<file path="config.mk">
export PLATFORM = sky130hd
export DESIGN_NAME = ctw_timer
export DESIGN_NICKNAME = d
export VERILOG_FILES = /design/src/ctw_pkg.sv /design/src/ctw_timer.sv
export SDC_FILE = /design/constraint.sdc
export NUM_CORES = 1
export LEC_CHECK = 0
export BUFFER_PORTS_ARGS = -buffer_cell sky130_fd_sc_hd__buf_2
export CAP_MARGIN = 25
export CORE_MARGIN = 2
export CORE_UTILIZATION = 35
export DETAILED_ROUTE_END_ITERATION = 16
export GPL_TIMING_DRIVEN = 0
export PLACE_DENSITY_LB_ADDON = 0.3
export SKIP_CTS_REPAIR_TIMING = 1
export SYNTH_ARGS = -nofsm -noshare
export SYNTH_HDL_FRONTEND = slang
export SYNTH_SLANG_ARGS = --single-unit
export TNS_END_PERCENT = 30
</file>
<file path="constraint.sdc">
create_clock -name mclk -period 3.22 [get_ports mclk]
set_input_delay 0 -clock mclk [delete_from_list [all_inputs] [get_ports mclk]]
set_output_delay 0 -clock mclk [all_outputs]
set_load 0.02 [all_outputs]
</file>
<file path="src/ctw_pkg.sv">
package ctw_pkg;
  // register indices; byte address is four times the index
  localparam logic [3:0] IDX_CONTROL_ONE = 4'h0;
  localparam logic [3:0] IDX_CONTROL_TWO = 4'h1;
  localparam logic [3:0] IDX_EVENT_CONTROL = 4'h4;
  localparam logic [3:0] IDX_IRQ_ENABLE = 4'h5;
  localparam logic [3:0] IDX_IRQ_FLAG = 4'h6;
  localparam logic [3:0] IDX_RUN_STATE = 4'h7;
  localparam logic [3:0] IDX_HALT_BEHAVIOUR = 4'h8;
  localparam logic [3:0] IDX_SHARED_BYTE_BUFFER = 4'h9;
  localparam logic [3:0] IDX_COUNT_LOW = 4'hA;
  localparam logic [3:0] IDX_COUNT_HIGH = 4'hB;
  localparam logic [3:0] IDX_CAPTURE_LOW = 4'hC;
  localparam logic [3:0] IDX_CAPTURE_HIGH = 4'hD;
  localparam int ADR_LSB = 2;
  localparam int ADR_W = 6;

  // control_one fields
  localparam int BIT_ENABLE = 0;
  localparam int POS_CLOCK_CHOICE = 1;
  localparam int BIT_SYNC_RESTART = 4;
  localparam int BIT_STANDBY_RUN = 6;
  localparam logic [7:0] MASK_CONTROL_ONE = 8'h57;
  // control_two fields
  localparam int POS_MODE = 0;
  localparam int BIT_COMPARE_OUTPUT_ON = 4;
  localparam int BIT_OUTPUT_START_LEVEL = 5;
  localparam int BIT_IMMEDIATE_OUTPUT = 6;
  localparam logic [7:0] MASK_CONTROL_TWO = 8'h77;
  // event_control fields
  localparam int BIT_EVENT_INPUT_ON = 0;
  localparam int BIT_EDGE = 4;
  localparam int BIT_FILTER = 6;
  localparam logic [7:0] MASK_EVENT_CONTROL = 8'h51;
  localparam int BIT_CAPTURE_IRQ = 0;
  localparam int BIT_RUN = 0;
  localparam int BIT_RUN_IN_HALT = 0;

  localparam logic [7:0] RESET_BYTE = 8'h00;
  localparam logic [15:0] RESET_WORD = 16'h0000;
  localparam int FILTER_TAPS = 4;

  typedef enum logic [1:0] {
    CLK_PERIPH = 2'h0,
    CLK_HALF = 2'h1,
    CLK_COMPANION = 2'h2,
    CLK_NONE = 2'h3
  } ctw_clk_t;

  typedef enum logic [2:0] {
    MODE_PERIODIC = 3'h0,
    MODE_TIMEOUT = 3'h1,
    MODE_CAPTURE = 3'h2,
    MODE_FREQ = 3'h3,
    MODE_PULSE = 3'h4,
    MODE_FREQ_PULSE = 3'h5,
    MODE_SINGLE = 3'h6,
    MODE_PWM = 3'h7
  } ctw_mode_t;

  // phases of frequency plus pulse-width measurement
  typedef enum logic [2:0] {
    FP_IDLE = 3'b001,
    FP_FIRST = 3'b010,
    FP_SECOND = 3'b100
  } ctw_fp_t;

  typedef struct packed {
    logic cyc;
    logic stb;
    logic we;
    logic [3:0] sel;
    logic [ADR_W-1:0] adr;
    logic [31:0] dat;
  } ctw_wb_req_t;

  typedef struct packed {
    logic [7:0] control_one;
    logic [7:0] control_two;
    logic [7:0] event_control;
    logic irq_enable;
    logic irq_flag;
    logic run_in_halt;
    logic [7:0] shared_byte_buffer;
    logic [15:0] count_value;
    logic [15:0] capture_or_top;
    logic running;
    ctw_fp_t fp_phase;
    logic half_phase;
    logic ev_meta;
    logic ev_sync;
    logic [FILTER_TAPS-1:0] ev_hist;
    logic ev_level;
    logic ev_prev;
    logic out_level;
    logic irq;
    logic ack;
    logic [31:0] rdata;
  } ctw_state_t;
endpackage : ctw_pkg

</file>
<file path="src/ctw_timer.sv">
// Chosen here: register access over Wishbone.
`timescale 1ns/10ps
// Operation
// - clock choice: periph, half, companion, none
// - enable bit runs the timer
// - standby run ignored under companion clock
// - sync restart follows companion restart
// - single shot output rise: start or event
// - start level sets idle output
// - output forced low unless enabled
// - mode field picks eight operating modes
// - filter bit inserts noise canceller
// - timeout edges start/stop; others ignored
// - capture mode edge captures count
// - frequency: edge captures, clears, flags
// - pulse width: init edge, capture edge
// - freq plus width: init, capture, stop
// - single shot start edge selection
// - flag cleared by one or, in capture, frequency, pulse width and freq plus width modes, capture read
// - run bit shows counting state
// - shared byte buffer for 16-bit access
// - debug halt stops unless run in halt
module ctw_timer (
  input wire logic mclk, // system clock
  input wire logic rst_n, // synchronous reset
  input wire ctw_pkg::ctw_wb_req_t wb_req, // wishbone request
  output logic [31:0] wb_dat_o, // wishbone read data
  output logic wb_ack_o, // wishbone acknowledge
  input wire logic event_in, // event channel level
  input wire logic companion_tick, // companion clock strobe
  input wire logic companion_restart, // companion counter restart
  input wire logic standby_sleep, // system in standby
  input wire logic debug_halt, // processor halted in debug
  output logic cc_out, // compare/capture output
  output logic irq_req // capture interrupt request
);
  ctw_pkg::ctw_state_t st;
  ctw_pkg::ctw_state_t next_st;

  always_comb begin
    logic enable;
    logic [1:0] clk_sel;
    logic edge_sel;
    logic [2:0] mode;
    logic active;
    logic tick;
    logic ev_ok;
    logic rise;
    logic fall;
    logic prim;
    logic secd;
    logic set_flag;
    logic clr_flag;
    logic out_ev;
    logic req;
    logic [3:0] idx;
    logic [7:0] wbyte;
    logic wr;
    logic [31:0] rd;
    logic at_top;
    logic pwm_hi;
    next_st = st;
    active = 1'b0;
    tick = 1'b0;
    ev_ok = 1'b0;
    rise = 1'b0;
    fall = 1'b0;
    prim = 1'b0;
    secd = 1'b0;
    req = 1'b0;
    idx = 4'h0;
    wbyte = 8'h00;
    wr = 1'b0;
    at_top = 1'b0;
    pwm_hi = 1'b0;
    enable = st.control_one[ctw_pkg::BIT_ENABLE];
    clk_sel = st.control_one[ctw_pkg::POS_CLOCK_CHOICE +: 2];
    edge_sel = st.event_control[ctw_pkg::BIT_EDGE];
    mode = st.control_two[ctw_pkg::POS_MODE +: 3];
    set_flag = 1'b0;
    clr_flag = 1'b0;
    out_ev = 1'b0;
    rd = 32'h00000000;

    // debug halt and standby gating
    active = enable;
    if (debug_halt && !st.run_in_halt) begin
      active = 1'b0;
    end
    if (standby_sleep && clk_sel != ctw_pkg::CLK_COMPANION &&
        !st.control_one[ctw_pkg::BIT_STANDBY_RUN]) begin
      active = 1'b0;
    end

    // counting clock selection
    next_st.half_phase = active ? ~st.half_phase : 1'b0;
    unique case (clk_sel)
      ctw_pkg::CLK_PERIPH: tick = active;
      ctw_pkg::CLK_HALF: tick = active && st.half_phase;
      ctw_pkg::CLK_COMPANION: tick = active && companion_tick;
      default: tick = 1'b0;
    endcase

    // event input: synchroniser, optional noise canceller, edge detect
    next_st.ev_meta = event_in;
    next_st.ev_sync = st.ev_meta;
    next_st.ev_hist = {st.ev_hist[ctw_pkg::FILTER_TAPS-2:0], st.ev_sync};
    if (!st.event_control[ctw_pkg::BIT_FILTER]) begin
      next_st.ev_level = st.ev_sync;
    end else if (&st.ev_hist) begin
      next_st.ev_level = 1'b1;
    end else if (~|st.ev_hist) begin
      next_st.ev_level = 1'b0;
    end
    next_st.ev_prev = st.ev_level;
    ev_ok = active && st.event_control[ctw_pkg::BIT_EVENT_INPUT_ON];
    rise = ev_ok && st.ev_level && !st.ev_prev;
    fall = ev_ok && !st.ev_level && st.ev_prev;
    prim = edge_sel ? fall : rise;
    secd = edge_sel ? rise : fall;

    // counter and mode behaviour
    at_top = st.count_value == st.capture_or_top;
    unique case (mode)
      ctw_pkg::MODE_PERIODIC, ctw_pkg::MODE_CAPTURE,
      ctw_pkg::MODE_FREQ, ctw_pkg::MODE_PULSE,
      ctw_pkg::MODE_PWM: begin
        next_st.running = active;
      end
      default: begin
        if (!enable) begin
          next_st.running = 1'b0;
        end
      end
    endcase
    if (tick && st.running) begin
      next_st.count_value = st.count_value + 16'h0001;
      unique case (mode)
        ctw_pkg::MODE_PERIODIC, ctw_pkg::MODE_TIMEOUT: begin
          if (at_top) begin
            next_st.count_value = ctw_pkg::RESET_WORD;
            set_flag = 1'b1;
          end
        end
        ctw_pkg::MODE_SINGLE: begin
          if (at_top) begin
            // hold at top until the next start
            next_st.count_value = st.count_value;
            next_st.running = 1'b0;
            set_flag = 1'b1;
          end
        end
        ctw_pkg::MODE_PWM: begin
          if (st.count_value[7:0] >= st.capture_or_top[7:0]) begin
            next_st.count_value = ctw_pkg::RESET_WORD;
          end
          if (st.count_value[7:0] == st.capture_or_top[15:8]) begin
            set_flag = 1'b1;
          end
        end
        default: begin
        end
      endcase
    end
    unique case (mode)
      ctw_pkg::MODE_TIMEOUT: begin
        if (prim) begin
          next_st.running = 1'b1;
        end else if (secd) begin
          next_st.running = 1'b0;
        end
      end
      ctw_pkg::MODE_CAPTURE: begin
        if (prim) begin
          next_st.capture_or_top = st.count_value;
          set_flag = 1'b1;
        end
      end
      ctw_pkg::MODE_FREQ: begin
        if (prim) begin
          next_st.capture_or_top = st.count_value;
          next_st.count_value = ctw_pkg::RESET_WORD;
          set_flag = 1'b1;
        end
      end
      ctw_pkg::MODE_PULSE: begin
        if (prim) begin
          next_st.count_value = ctw_pkg::RESET_WORD;
        end else if (secd) begin
          next_st.capture_or_top = st.count_value;
          set_flag = 1'b1;
        end
      end
      ctw_pkg::MODE_FREQ_PULSE: begin
        unique case (st.fp_phase)
          ctw_pkg::FP_IDLE: begin
            if (prim) begin
              next_st.count_value = ctw_pkg::RESET_WORD;
              next_st.running = 1'b1;
              next_st.fp_phase = ctw_pkg::FP_FIRST;
            end
          end
          ctw_pkg::FP_FIRST: begin
            if (secd) begin
              next_st.capture_or_top = st.count_value;
              next_st.fp_phase = ctw_pkg::FP_SECOND;
            end
          end
          ctw_pkg::FP_SECOND: begin
            if (prim) begin
              next_st.running = 1'b0;
              set_flag = 1'b1;
              next_st.fp_phase = ctw_pkg::FP_IDLE;
            end
          end
          default: next_st.fp_phase = ctw_pkg::FP_IDLE;
        endcase
      end
      ctw_pkg::MODE_SINGLE: begin
        if ((edge_sel ? (rise || fall) : rise) && !st.running) begin
          next_st.count_value = ctw_pkg::RESET_WORD;
          next_st.running = 1'b1;
          out_ev = 1'b1;
        end
      end
      default: begin
      end
    endcase
    if (mode != ctw_pkg::MODE_FREQ_PULSE || !enable) begin
      next_st.fp_phase = ctw_pkg::FP_IDLE;
    end
    if (st.control_one[ctw_pkg::BIT_SYNC_RESTART] && companion_restart &&
        enable) begin
      next_st.count_value = ctw_pkg::RESET_WORD;
    end

    // wishbone slave: answer one cycle after the request is seen
    req = wb_req.cyc && wb_req.stb && !st.ack;
    idx = wb_req.adr[ctw_pkg::ADR_W-1:ctw_pkg::ADR_LSB];
    wbyte = wb_req.dat[7:0];
    wr = req && wb_req.we && wb_req.sel[0];
    next_st.ack = req;
    unique case (idx)
      ctw_pkg::IDX_CONTROL_ONE: begin
        rd[7:0] = st.control_one;
        if (wr) begin
          next_st.control_one = wbyte & ctw_pkg::MASK_CONTROL_ONE;
        end
      end
      ctw_pkg::IDX_CONTROL_TWO: begin
        rd[7:0] = st.control_two;
        if (wr) begin
          next_st.control_two = wbyte & ctw_pkg::MASK_CONTROL_TWO;
        end
      end
      ctw_pkg::IDX_EVENT_CONTROL: begin
        rd[7:0] = st.event_control;
        if (wr) begin
          next_st.event_control = wbyte & ctw_pkg::MASK_EVENT_CONTROL;
        end
      end
      ctw_pkg::IDX_IRQ_ENABLE: begin
        rd[ctw_pkg::BIT_CAPTURE_IRQ] = st.irq_enable;
        if (wr) begin
          next_st.irq_enable = wbyte[ctw_pkg::BIT_CAPTURE_IRQ];
        end
      end
      ctw_pkg::IDX_IRQ_FLAG: begin
        rd[ctw_pkg::BIT_CAPTURE_IRQ] = st.irq_flag;
        if (wr && wbyte[ctw_pkg::BIT_CAPTURE_IRQ]) begin
          clr_flag = 1'b1;
        end
      end
      ctw_pkg::IDX_RUN_STATE: begin
        rd[ctw_pkg::BIT_RUN] = st.running;
      end
      ctw_pkg::IDX_HALT_BEHAVIOUR: begin
        rd[ctw_pkg::BIT_RUN_IN_HALT] = st.run_in_halt;
        if (wr) begin
          next_st.run_in_halt = wbyte[ctw_pkg::BIT_RUN_IN_HALT];
        end
      end
      ctw_pkg::IDX_SHARED_BYTE_BUFFER: begin
        rd[7:0] = st.shared_byte_buffer;
        if (wr) begin
          next_st.shared_byte_buffer = wbyte;
        end
      end
      ctw_pkg::IDX_COUNT_LOW: begin
        rd[7:0] = st.count_value[7:0];
        if (wr) begin
          next_st.shared_byte_buffer = wbyte;
        end else if (req) begin
          next_st.shared_byte_buffer = st.count_value[15:8];
        end
      end
      ctw_pkg::IDX_COUNT_HIGH: begin
        rd[7:0] = st.shared_byte_buffer;
        if (wr) begin
          next_st.count_value = {wbyte, st.shared_byte_buffer};
        end
      end
      ctw_pkg::IDX_CAPTURE_LOW: begin
        rd[7:0] = st.capture_or_top[7:0];
        if (wr) begin
          next_st.shared_byte_buffer = wbyte;
        end else if (req) begin
          next_st.shared_byte_buffer = st.capture_or_top[15:8];
          if (mode >= ctw_pkg::MODE_CAPTURE &&
              mode <= ctw_pkg::MODE_FREQ_PULSE) begin
            clr_flag = 1'b1;
          end
        end
      end
      ctw_pkg::IDX_CAPTURE_HIGH: begin
        rd[7:0] = st.shared_byte_buffer;
        if (wr) begin
          next_st.capture_or_top = {wbyte, st.shared_byte_buffer};
        end
      end
      default: rd = 32'h00000000;
    endcase
    next_st.rdata = req ? rd : 32'h00000000;

    // hardware set wins over a clear in the same cycle
    if (set_flag) begin
      next_st.irq_flag = 1'b1;
    end else if (clr_flag) begin
      next_st.irq_flag = 1'b0;
    end
    next_st.irq = next_st.irq_flag && next_st.irq_enable;

    // output level per mode
    pwm_hi = st.count_value[7:0] < st.capture_or_top[15:8];
    unique case (mode)
      ctw_pkg::MODE_SINGLE: begin
        if (st.control_two[ctw_pkg::BIT_IMMEDIATE_OUTPUT]) begin
          next_st.out_level = next_st.running || out_ev;
        end else begin
          next_st.out_level = st.running && next_st.running;
        end
      end
      ctw_pkg::MODE_PWM: begin
        next_st.out_level = enable && pwm_hi;
      end
      default: begin
        next_st.out_level =
          st.control_two[ctw_pkg::BIT_OUTPUT_START_LEVEL];
      end
    endcase
    if (!st.control_two[ctw_pkg::BIT_COMPARE_OUTPUT_ON]) begin
      next_st.out_level = 1'b0;
    end

    if (!rst_n) begin
      next_st = '0;
      next_st.fp_phase = ctw_pkg::FP_IDLE;
      next_st.control_one = ctw_pkg::RESET_BYTE;
      next_st.control_two = ctw_pkg::RESET_BYTE;
      next_st.event_control = ctw_pkg::RESET_BYTE;
      next_st.shared_byte_buffer = ctw_pkg::RESET_BYTE;
      next_st.count_value = ctw_pkg::RESET_WORD;
      next_st.capture_or_top = ctw_pkg::RESET_WORD;
    end
  end

  always_ff @(posedge mclk) begin
    st <= next_st;
  end

  assign wb_dat_o = st.rdata;
  assign wb_ack_o = st.ack;
  assign cc_out = st.out_level;
  assign irq_req = st.irq;
endmodule : ctw_timer

</file>
==> out/results.ini, run 1 <==
[floorplan]
pin_count=87
die_height_um=126.4
die_area_um2=15970
chipWidth_um=126.4
start_util=0.3593
fp-row-count=44
core_um2=14590

[sta]
slew_headroom=0.3462
whs_ps=-0.2514
fin_crit_ps=3100
max_freq_ghz=0.3226
fin_skew_ps=8.806
finalHoldViolations=1
final_max_slew_viol_count=0
tightest_slew_ps=974.2
rsz0062_at_grt=no
setup_violations=0
fin_crit_sh=0.9628

[cts]
cts_made_buffers=9
htree_levels=3
clock_latency_ps=360
cts_buffer_depth=2
clockRootBuffer=clkbuf_16
cts_num_sinks=81
path_clk_slew_ps=70
cts_tree=yes

[worst_hold_path]
hold_start=wb_req[2]
min_to=st[101]$_SDFFE_PN0P_
hp-class=in2reg
hold_path_depth=3

[critical_path]
worstSetupPathType=reg2reg
end_kind=flip-flop
start_kind=flip-flop
cpPeakStageDelay_ps=570
r2r_slack_ps=120
rr_worst_depth=10
cp_cell_sequence=ha_1 > nand4_1 > or4_4 > nor4_4 > buf_4 > inv_2 > or3_4 > and3_2 > o21bai_1 > a21oi_1
cp.required_ps=3440
path_buf_inv=2
cp_max_fo=9
worstPathArrival_ps=3320
rr_endpoint=st[78]$_SDFF_PN0_
crit_family=simple AND/OR/NAND/NOR gates
rr_startpoint=st[69]$_SDFF_PN0_
cpMaxStageDelayCell=or4_4

[synth]
syn_area_um2=5243
yosysTopAreaCellShare=0.3093
yosysWarnings=0
synthAdderAreaFrac=0.05012
ys_top_cells_by_count=81 x dfxtp_1, 60 x nor2_1, 55 x nand2_1
syn_avg_cell_area_um2=7.943
synthSimpleGateAreaFrac=0.2432
synth_ff_type=dfxtp_1
syn_inst=660
synth-xor-area-share=0.01504
synthMuxAreaShare=0.06921
synth-compound-area-share=0.2110
yosysSeqAreaShare=0.3093
synth_top_family_by_area=simple AND/OR/NAND/NOR gates
yosysTopAreaCell=dfxtp_1
ys_ff_latch=81
synth_area_leaders=dfxtp_1 31%, mux2i_1 6.5%, ha_1 5.0%
ys_types=70
yosysMostFrequentCell=dfxtp_1
async_flop_share=0
synth_enable_flop_cells=0

[global_route]
grtUsageTotal=0.2089
grt_pass1_wl_mm=25.93
grt_pass1_vias=4585
grt-ovfl-total=0
antenna_found_initial=0
grt_max_degree=16

[place]
port_buffers=28
post-dp-hpwl_mm=12.77
gp_congestion=0.9536

[routing]
first_iter_violations=504
vias_per_cell=5.717
drc=0
antenna_left=0
vias=5271
dr.pass1.iters=5
routed_wl_mm=17.00
route.detailed.wl_per_inst_um=18.44

[cells_and_area]
fin_util=0.4169
num_antenna_cells=0
num-nets-final=806
drive_gt1_frac=0.1463
area_growth_pct=16.01

[power]
p_per_area_nw_per_um2=362.9
peakVddDrop_mv=0.3633
power_leakage_nw=2.554
power_mw=2.207

[run_status]
violations=hold timing
status=finished, violations left

[job]
max-cap-violations=0

## layout by cell type (no fill, tap or decap), types with 11 or more instances in the layout
cell	instances
a21oi_1	41
a31oi_1	11
buf_2	31
buf_4	37
clkbuf_1	24
conb_1	24
dfxtp_1	79
ha_1	21
inv_1	27
mux2i_1	34
nand2_1	55
nand3_1	31
nor2_1	60
nor3_1	21
o21ai_0	42
## final cells by class
cell class	count	area (um^2)
Multi-Input combinational cell	506	3184
Clock inverter	7	51.30
Sequential cell	81	1624
Inverter	30	112.6
Timing Repair Buffer	39	235.2
Tap cell	184	230.2
Fill cell	1498	8507
Clock buffer	9	225.2
Buffer	66	419.2
## state kept, by name, summed over array words and instances, names as in the netlist
name	cells
irq_req	1
wb_dat_o	8
cc_out	1
st	70
wb_ack_o	1
## how the worst max path moves through the flow
stage	from	endpoint	slack [ps]	cells after the start
floorplan	st[64]$_SDFF_PN0_	st[68]$_SDFF_PN0_	450	10
global placement	st[64]$_SDFF_PN0_	st[69]$_SDFF_PN0_	-280	9
detailed placement	st[64]$_SDFF_PN0_	st[73]$_SDFF_PN0_	-270	9
CTS	st[64]$_SDFF_PN0_	st[69]$_SDFF_PN0_	-300	9
global route	st[69]$_SDFF_PN0_	st[64]$_SDFF_PN0_	20	12
finish	st[69]$_SDFF_PN0_	st[78]$_SDFF_PN0_	120	10
## cells by family (layout without fill, tap and decap cells)
group,count (synthesis),after routing
AOI/OAI and AO/OA,169,169
and+or+nand+nor,247,247
other,1,24
xor gates and xnor gates,9,9
muxes,36,36
DFF,81,81
buffers and inverters,96,151
adders and majority gates,21,21
## routing by layer
layer  track usage  vias to the layer above  wire, um
met2        0.3237                      277      7595
li1              -                     2499         -
met1        0.2808                     2454      7343
met4       0.07692                        0       462
met5             0                        -         0
met3       0.05314                       41      1601
## worst register-to-register path: stages (launching register included)
cell and delay (ps):
dfxtp_1 460, ha_1 380, nand4_1 180, or4_4 570, nor4_4 250, buf_4 190
inv_2 50, or3_4 420, and3_2 230, o21bai_1 160, a21oi_1 80
## where the power goes
part	internal, mW	total, mW	switching (mW)
sequential	1.01	1.01	0.00532
clock	0.528	0.998	0.470
combinational	0.0682	0.197	0.129
## stage by stage
step	instances	setup TNS [ps]	worst slack (ps)	instance area [um^2]	hold slack [ps]
2_1_floorplan	683	0	448.3	5329	108.5
3_3_place_gp	895	-2289	-280.4	5699	209.5
3_5_place_dp	896	-2166	-273.0	5704	210.0
4_1_cts	912	-2531	-303.2	5981	-153.1
5_1_grt	922	0	18.33	6082	21.13
6_report	922	0	119.7	6082	-0.2514
(Power assumes the default switching activity.)
==> inputs of run 2 (changes only) <==
RECOVER_POWER = 50   (was not set)
clock period = 2.9 ns   (was 3.22 ns; I/O delays follow)
==> run 2 against run 1 <==
  * The run still ends with hold timing left
  * Routed wire length is 0.70% higher
  * Core utilization is 1.2 points higher
  * Fmax is 8.7% higher
  * Critical path type unchanged
  * Critical endpoint is now st[68]$_SDFF_PN0_
==> out/results.ini, run 2 (synthesis gave the netlist of run 1 again) <==
[critical_path]
cp.required_ps=3140  ; -300 ps
worstSetupPathType=reg2reg
rr_worst_depth=10  ; unchanged
crit_family=simple AND/OR/NAND/NOR gates
cpMaxStageDelayCell=or4_4
cp_num_cells=10  ; unchanged
cp_max_fo=8  ; -1
path_buf_inv=2  ; unchanged
end_kind=flip-flop
cpPeakStageDelay_ps=600  ; +30 ps
start_kind=flip-flop
worstPathArrival_ps=3090  ; -230 ps
cp_cell_sequence=ha_4 > nand4_1 > or4_4 > nor4_4 > buf_4 > inv_2 > or3_4 > a31oi_1 > a31oi_1 > a22o_1
crit_top_cell=a31oi_1

[place]
port_buffers=28  ; unchanged
post-dp-hpwl_mm=12.77  ; unchanged
gp_congestion=0.9536  ; unchanged
place_inst=896  ; unchanged
place_area_um2=5704  ; unchanged

[global_route]
antenna_found_initial=0  ; unchanged
grt_pass1_wl_mm=25.93  ; unchanged
grt_pass1_vias=4585  ; unchanged
grt_max_degree=16  ; unchanged
grtUsageTotal=0.2089  ; unchanged
grt-ovfl-total=0  ; unchanged

[power]
power_leakage_nw=2.565  ; +0.41%
p_per_area_nw_per_um2=390.7  ; +7.6%
peakVddDrop_mv=0.4024  ; +11%

[sta]
fin_skew_ps=9.057  ; +0.2503 ps
fin_crit_sh=0.9835  ; +0.02073
tightest_slew_ps=997.3  ; +23.11 ps
finalHoldViolations=1  ; unchanged
whs_ps=-1.705  ; -1.453 ps
setup_violations=0  ; unchanged
slew_headroom=0.3307  ; -0.01551
final_max_slew_viol_count=0  ; unchanged
rsz0062_at_grt=yes
tns_ps=0  ; unchanged
fin_crit_ps=2852  ; -248.0 ps
max_freq_ghz=0.3506  ; +8.7%

[routing]
drc=0  ; unchanged
antenna_left=0  ; unchanged
met3_length_mm=1.532  ; -4.3%
routed_wl_mm=17.12  ; +0.70%
vias=5239  ; -0.61%
drt-met1-wl_mm=7.487  ; +2.0%
vias_per_cell=5.652  ; -1.1%
route.detailed.wl_per_inst_um=18.47  ; +0.16%
dr.pass1.iters=6  ; +1
first_iter_violations=465  ; -7.7%
top_layer_used=met4
wl_met2_mm=7.580  ; -0.20%

[cells_and_area]
final_cell_mix=71 x dfxtp_1, 59 x nor2_1, 55 x nand2_1
num-nets-final=811  ; +0.62%
postLayoutCellArea_um2=6261  ; +2.9%
top_register=st
num-fill-cells=1499  ; +0.067%
final_cells=927  ; +0.54%
fin_util=0.4292  ; +0.01226
final_common_cell=dfxtp_1
area_growth_pct=19.43
largest_reg_flops=70  ; unchanged
num_antenna_cells=0  ; unchanged
drive_gt1_frac=0.1696  ; +0.02324

[cts]
path_clk_slew_ps=60  ; about the same
cts_made_buffers=9  ; unchanged
cts_buffer_depth=2  ; unchanged
cts_tree=yes
htree_levels=3  ; unchanged
cts_num_sinks=81  ; unchanged
clock_latency_ps=360  ; about the same
clockRootBuffer=clkbuf_16

[floorplan]
die_area_um2=15970  ; unchanged
core_um2=14590  ; unchanged
fp-row-count=44  ; unchanged
chipWidth_um=126.4  ; unchanged
die_height_um=126.4  ; unchanged
start_util=0.3593  ; unchanged
pin_count=87  ; unchanged

[worst_hold_path]
hp-class=in2reg
hold_path_depth=3  ; unchanged

[job]
max-cap-violations=0  ; unchanged

[run_status]
status=finished, violations left
violations=hold timing

==> run 2: through the flow <==
stage,worst slack (ps),total power [mW]
global route,-23.12,2.517
floorplan,128.3,1.294
global placement,-600.4,1.353
finish,47.72,2.446
CTS,-623.2,2.447
detailed placement,-593.0,1.352
==> run 2: report_power, final <==
| part | leakage [nW] | internal (mW) | switching, mW |
|---|---|---|---|
| Sequential | 0.660 | 1.11 | 0.00592 |
| Clock | 0.133 | 0.586 | 0.519 |
| Combinational | 1.77 | 0.0771 | 0.145 |
| Total | 2.56 | 1.78 | 0.670 |
==> run 2: area by class of cell <==
class                           count  area, um^2  area share
Multi-Input combinational cell    506        3306      0.5280
Clock buffer                        9       225.2     0.03597
Buffer                             65       417.9     0.06675
Tap cell                          184       230.2     0.03677
Sequential cell                    81        1649      0.2634
Clock inverter                      7       51.30    0.008193
Timing Repair Buffer               45       266.5     0.04257
Inverter                           30       115.1     0.01839
==> run 2: worst min-delay path, delay by kind of cell <==
family | cells | cell delay (ps)
AOI/OAI and AO/OA | 1 | 50
buffers and inverters | 1 | 160
and+or+nand+nor | 1 | 80
==> run 2: layer usage <==
metal / up-vias / track usage
li1: 2514 / -
met1: 2444 / 0.2808
met2: 238 / 0.3237
met3: 43 / 0.05314
met4: 0 / 0.07692
met5: - / 0
==> run 2: final timing paths <==
path	start	to	slack, ps
setup / recovery	st[71]$_SDFF_PN0_	st[68]$_SDFF_PN0_	50
setup reg to reg	st[71]$_SDFF_PN0_	st[68]$_SDFF_PN0_	50
hold / removal	wb_req[2]	st[101]$_SDFFE_PN0P_	-2
hold reg to reg	st[43]$_SDFF_PN0_	st[43]$_SDFF_PN0_	430
==> inputs of run 3 (changes only) <==
MAX_ROUTING_LAYER = met4   (was not set)
clock period = 2.8 ns   (was 2.9 ns; I/O delays follow)
==> run 3 against run 2 <==
  * The flow finishes with violations (hold timing, setup timing)
  * Register-to-register slack worse by 190 ps
  * Sequential share of layout area down 0.23 points
  * Clock power up 11%
  * Cell area up 0.96%
  * Sequential power up 4%
  * Critical endpoint is now st[65]$_SDFF_PN0_
  * Largest power group is now the clock network
==> out/results.ini, run 3 (synthesis gave the netlist of run 1 again) <==
[run_status]
status=finished, violations left
violations=hold timing, setup timing

[routing]
routed_wl_mm=17.07  ; -0.32%
drc=0  ; unchanged
route.detailed.wl_per_inst_um=18.25  ; -1.2%
vias=5194  ; -0.86%
dr.pass1.iters=5  ; -1
vias_per_cell=5.555  ; -1.7%
first_iter_violations=449  ; -3.4%
antenna_left=0  ; unchanged

[cells_and_area]
num_antenna_cells=0  ; unchanged
final_cells=935  ; +0.86%
largest_reg_flops=70  ; unchanged
area_growth_pct=20.57
num-nets-final=819  ; +0.99%
num-fill-cells=1473  ; -1.7%
final_common_cell=dfxtp_1
drive_gt1_frac=0.1758  ; +0.006183
top_register=st
final_cell_mix=70 x dfxtp_1, 59 x nor2_1, 55 x nand2_1

[critical_path]
end_kind=flip-flop
worstSetupPathType=reg2reg
crit_top_cell=inv_2
worstPathArrival_ps=3190  ; +100 ps
cpPeakStageDelay_ps=600  ; about the same
cp_max_fo=5  ; -3
cp_cell_sequence=inv_2 > ha_4 > nand4_1 > or4_4 > nor4_4 > inv_2 > or3_4 > a31oi_1 > o31ai_1 > and2_1
start_kind=flip-flop
crit_family=simple AND/OR/NAND/NOR gates
cpMaxStageDelayCell=or4_4
cp.required_ps=3050  ; -90 ps
path_buf_inv=2  ; unchanged

[global_route]
grt_pass1_vias=4600  ; +0.33%
grt_max_degree=14  ; -2
antenna_found_initial=0  ; unchanged
grtUsageTotal=0.2137  ; +0.004798
grt-ovfl-total=0  ; unchanged
grt_pass1_wl_mm=25.85  ; -0.29%

[sta]
max_freq_ghz=0.3401  ; -3.0%
slew_headroom=0.3390  ; +0.008339
setup_violations=9  ; +9
rsz0062_at_grt=yes
fin_skew_ps=9.184  ; +0.1275 ps
tightest_slew_ps=984.9  ; -12.43 ps
fin_crit_ps=2941  ; +88.25 ps
finalHoldViolations=1  ; unchanged
setup_slack_ps=-140.5  ; -188.2 ps
final_max_slew_viol_count=0  ; unchanged
fin_crit_sh=1.050  ; +0.06664
whs_ps=-18.54  ; -16.83 ps

[cts]
clock_latency_ps=350  ; about the same
cts_num_sinks=81  ; unchanged
cts_buffer_depth=2  ; unchanged
cts_made_buffers=9  ; unchanged
htree_levels=3  ; unchanged
path_clk_slew_ps=60  ; about the same
cts_tree=yes
clockRootBuffer=clkbuf_16

[floorplan]
core_um2=14590  ; unchanged
pin_count=87  ; unchanged
die_area_um2=15970  ; unchanged
start_util=0.3593  ; unchanged
fp-row-count=44  ; unchanged
die_height_um=126.4  ; unchanged
chipWidth_um=126.4  ; unchanged

[job]
max-cap-violations=0  ; unchanged

[place]
gp_congestion=0.9519  ; -0.18%
place_inst=896  ; unchanged
post-dp-hpwl_mm=12.68  ; -0.72%
port_buffers=28  ; unchanged

[worst_hold_path]
hp-class=in2reg

[power]
peakVddDrop_mv=0.3352  ; -17%
power_leakage_nw=2.600  ; +1.4%
p_per_area_nw_per_um2=411.9  ; +5.4%

==> run 3: cell types whose count changed in the layout (fill, tap and decap cells not counted), sizes merged <==
cell / before / now
buf: 66 / 74
bufinv: 0 / 1
dlygate4sd3: 6 / 5
clkbuf: 47 / 50
inv: 32 / 29
==> run 3: routing by layer <==
metal  global-route usage  part of all wire
met1               0.2897              0.44
met2               0.3290              0.46
met3              0.04218             0.087
met4              0.05107             0.011
met5                    -                 0
==> run 3: final timing paths <==
| path | startpoint | to | slack, ps | cells past startpoint |
|---|---|---|---|---|
| worst min-delay path | wb_req[1] | st[100]$_SDFFE_PN0P_ | -20 | 3 |
| worst max-delay path | st[53]$_SDFF_PN0_ | st[65]$_SDFF_PN0_ | -140 | 10 |
| worst max register to register | st[53]$_SDFF_PN0_ | st[65]$_SDFF_PN0_ | -140 | 10 |
| worst min register to register | st[43]$_SDFF_PN0_ | st[43]$_SDFF_PN0_ | 430 | 1 |
==> run 3: layout make-up <==
cell class | instances | area, um^2 | share of cell area
clock buffer | 11 | 242.7 | 0.03840
inverter | 30 | 115.1 | 0.01821
tap | 184 | 230.2 | 0.03642
buffer | 66 | 419.2 | 0.06631
clock inverter | 5 | 55.05 | 0.008709
sequential | 81 | 1650 | 0.2611
timing repair buffer | 52 | 315.3 | 0.04988
multi-input combinational | 506 | 3293 | 0.5210
==> run 3: tightest hold or removal path, stage by stage <==
cell	delay, ps
buf_2	150
nand3_1	80
a21oi_1	50
==> run 3: per-stage QoR <==
stage | power (mW) | setup WS, ps | instance area [um^2] | TNS, ps | util
floorplan | 1.341 | 28.26 | 5329 | 0 | -
global placement | 1.402 | -579.9 | 5699 | -7618 | 0.3907
detailed placement | 1.402 | -555.6 | 5704 | -7330 | 0.3910
CTS | 2.609 | -591.3 | 6002 | -7542 | 0.4114
global route | 2.689 | -185.4 | 6321 | -2677 | 0.4333
finish | 2.604 | -140.5 | 6321 | -643.3 | 0.4333
==> run 3: where the power goes <==
part	switching (mW)	internal [mW]	leakage, nW
Combinational	0.150	0.0789	1.80
Sequential	0.00609	1.15	0.661
Clock	0.503	0.712	0.142
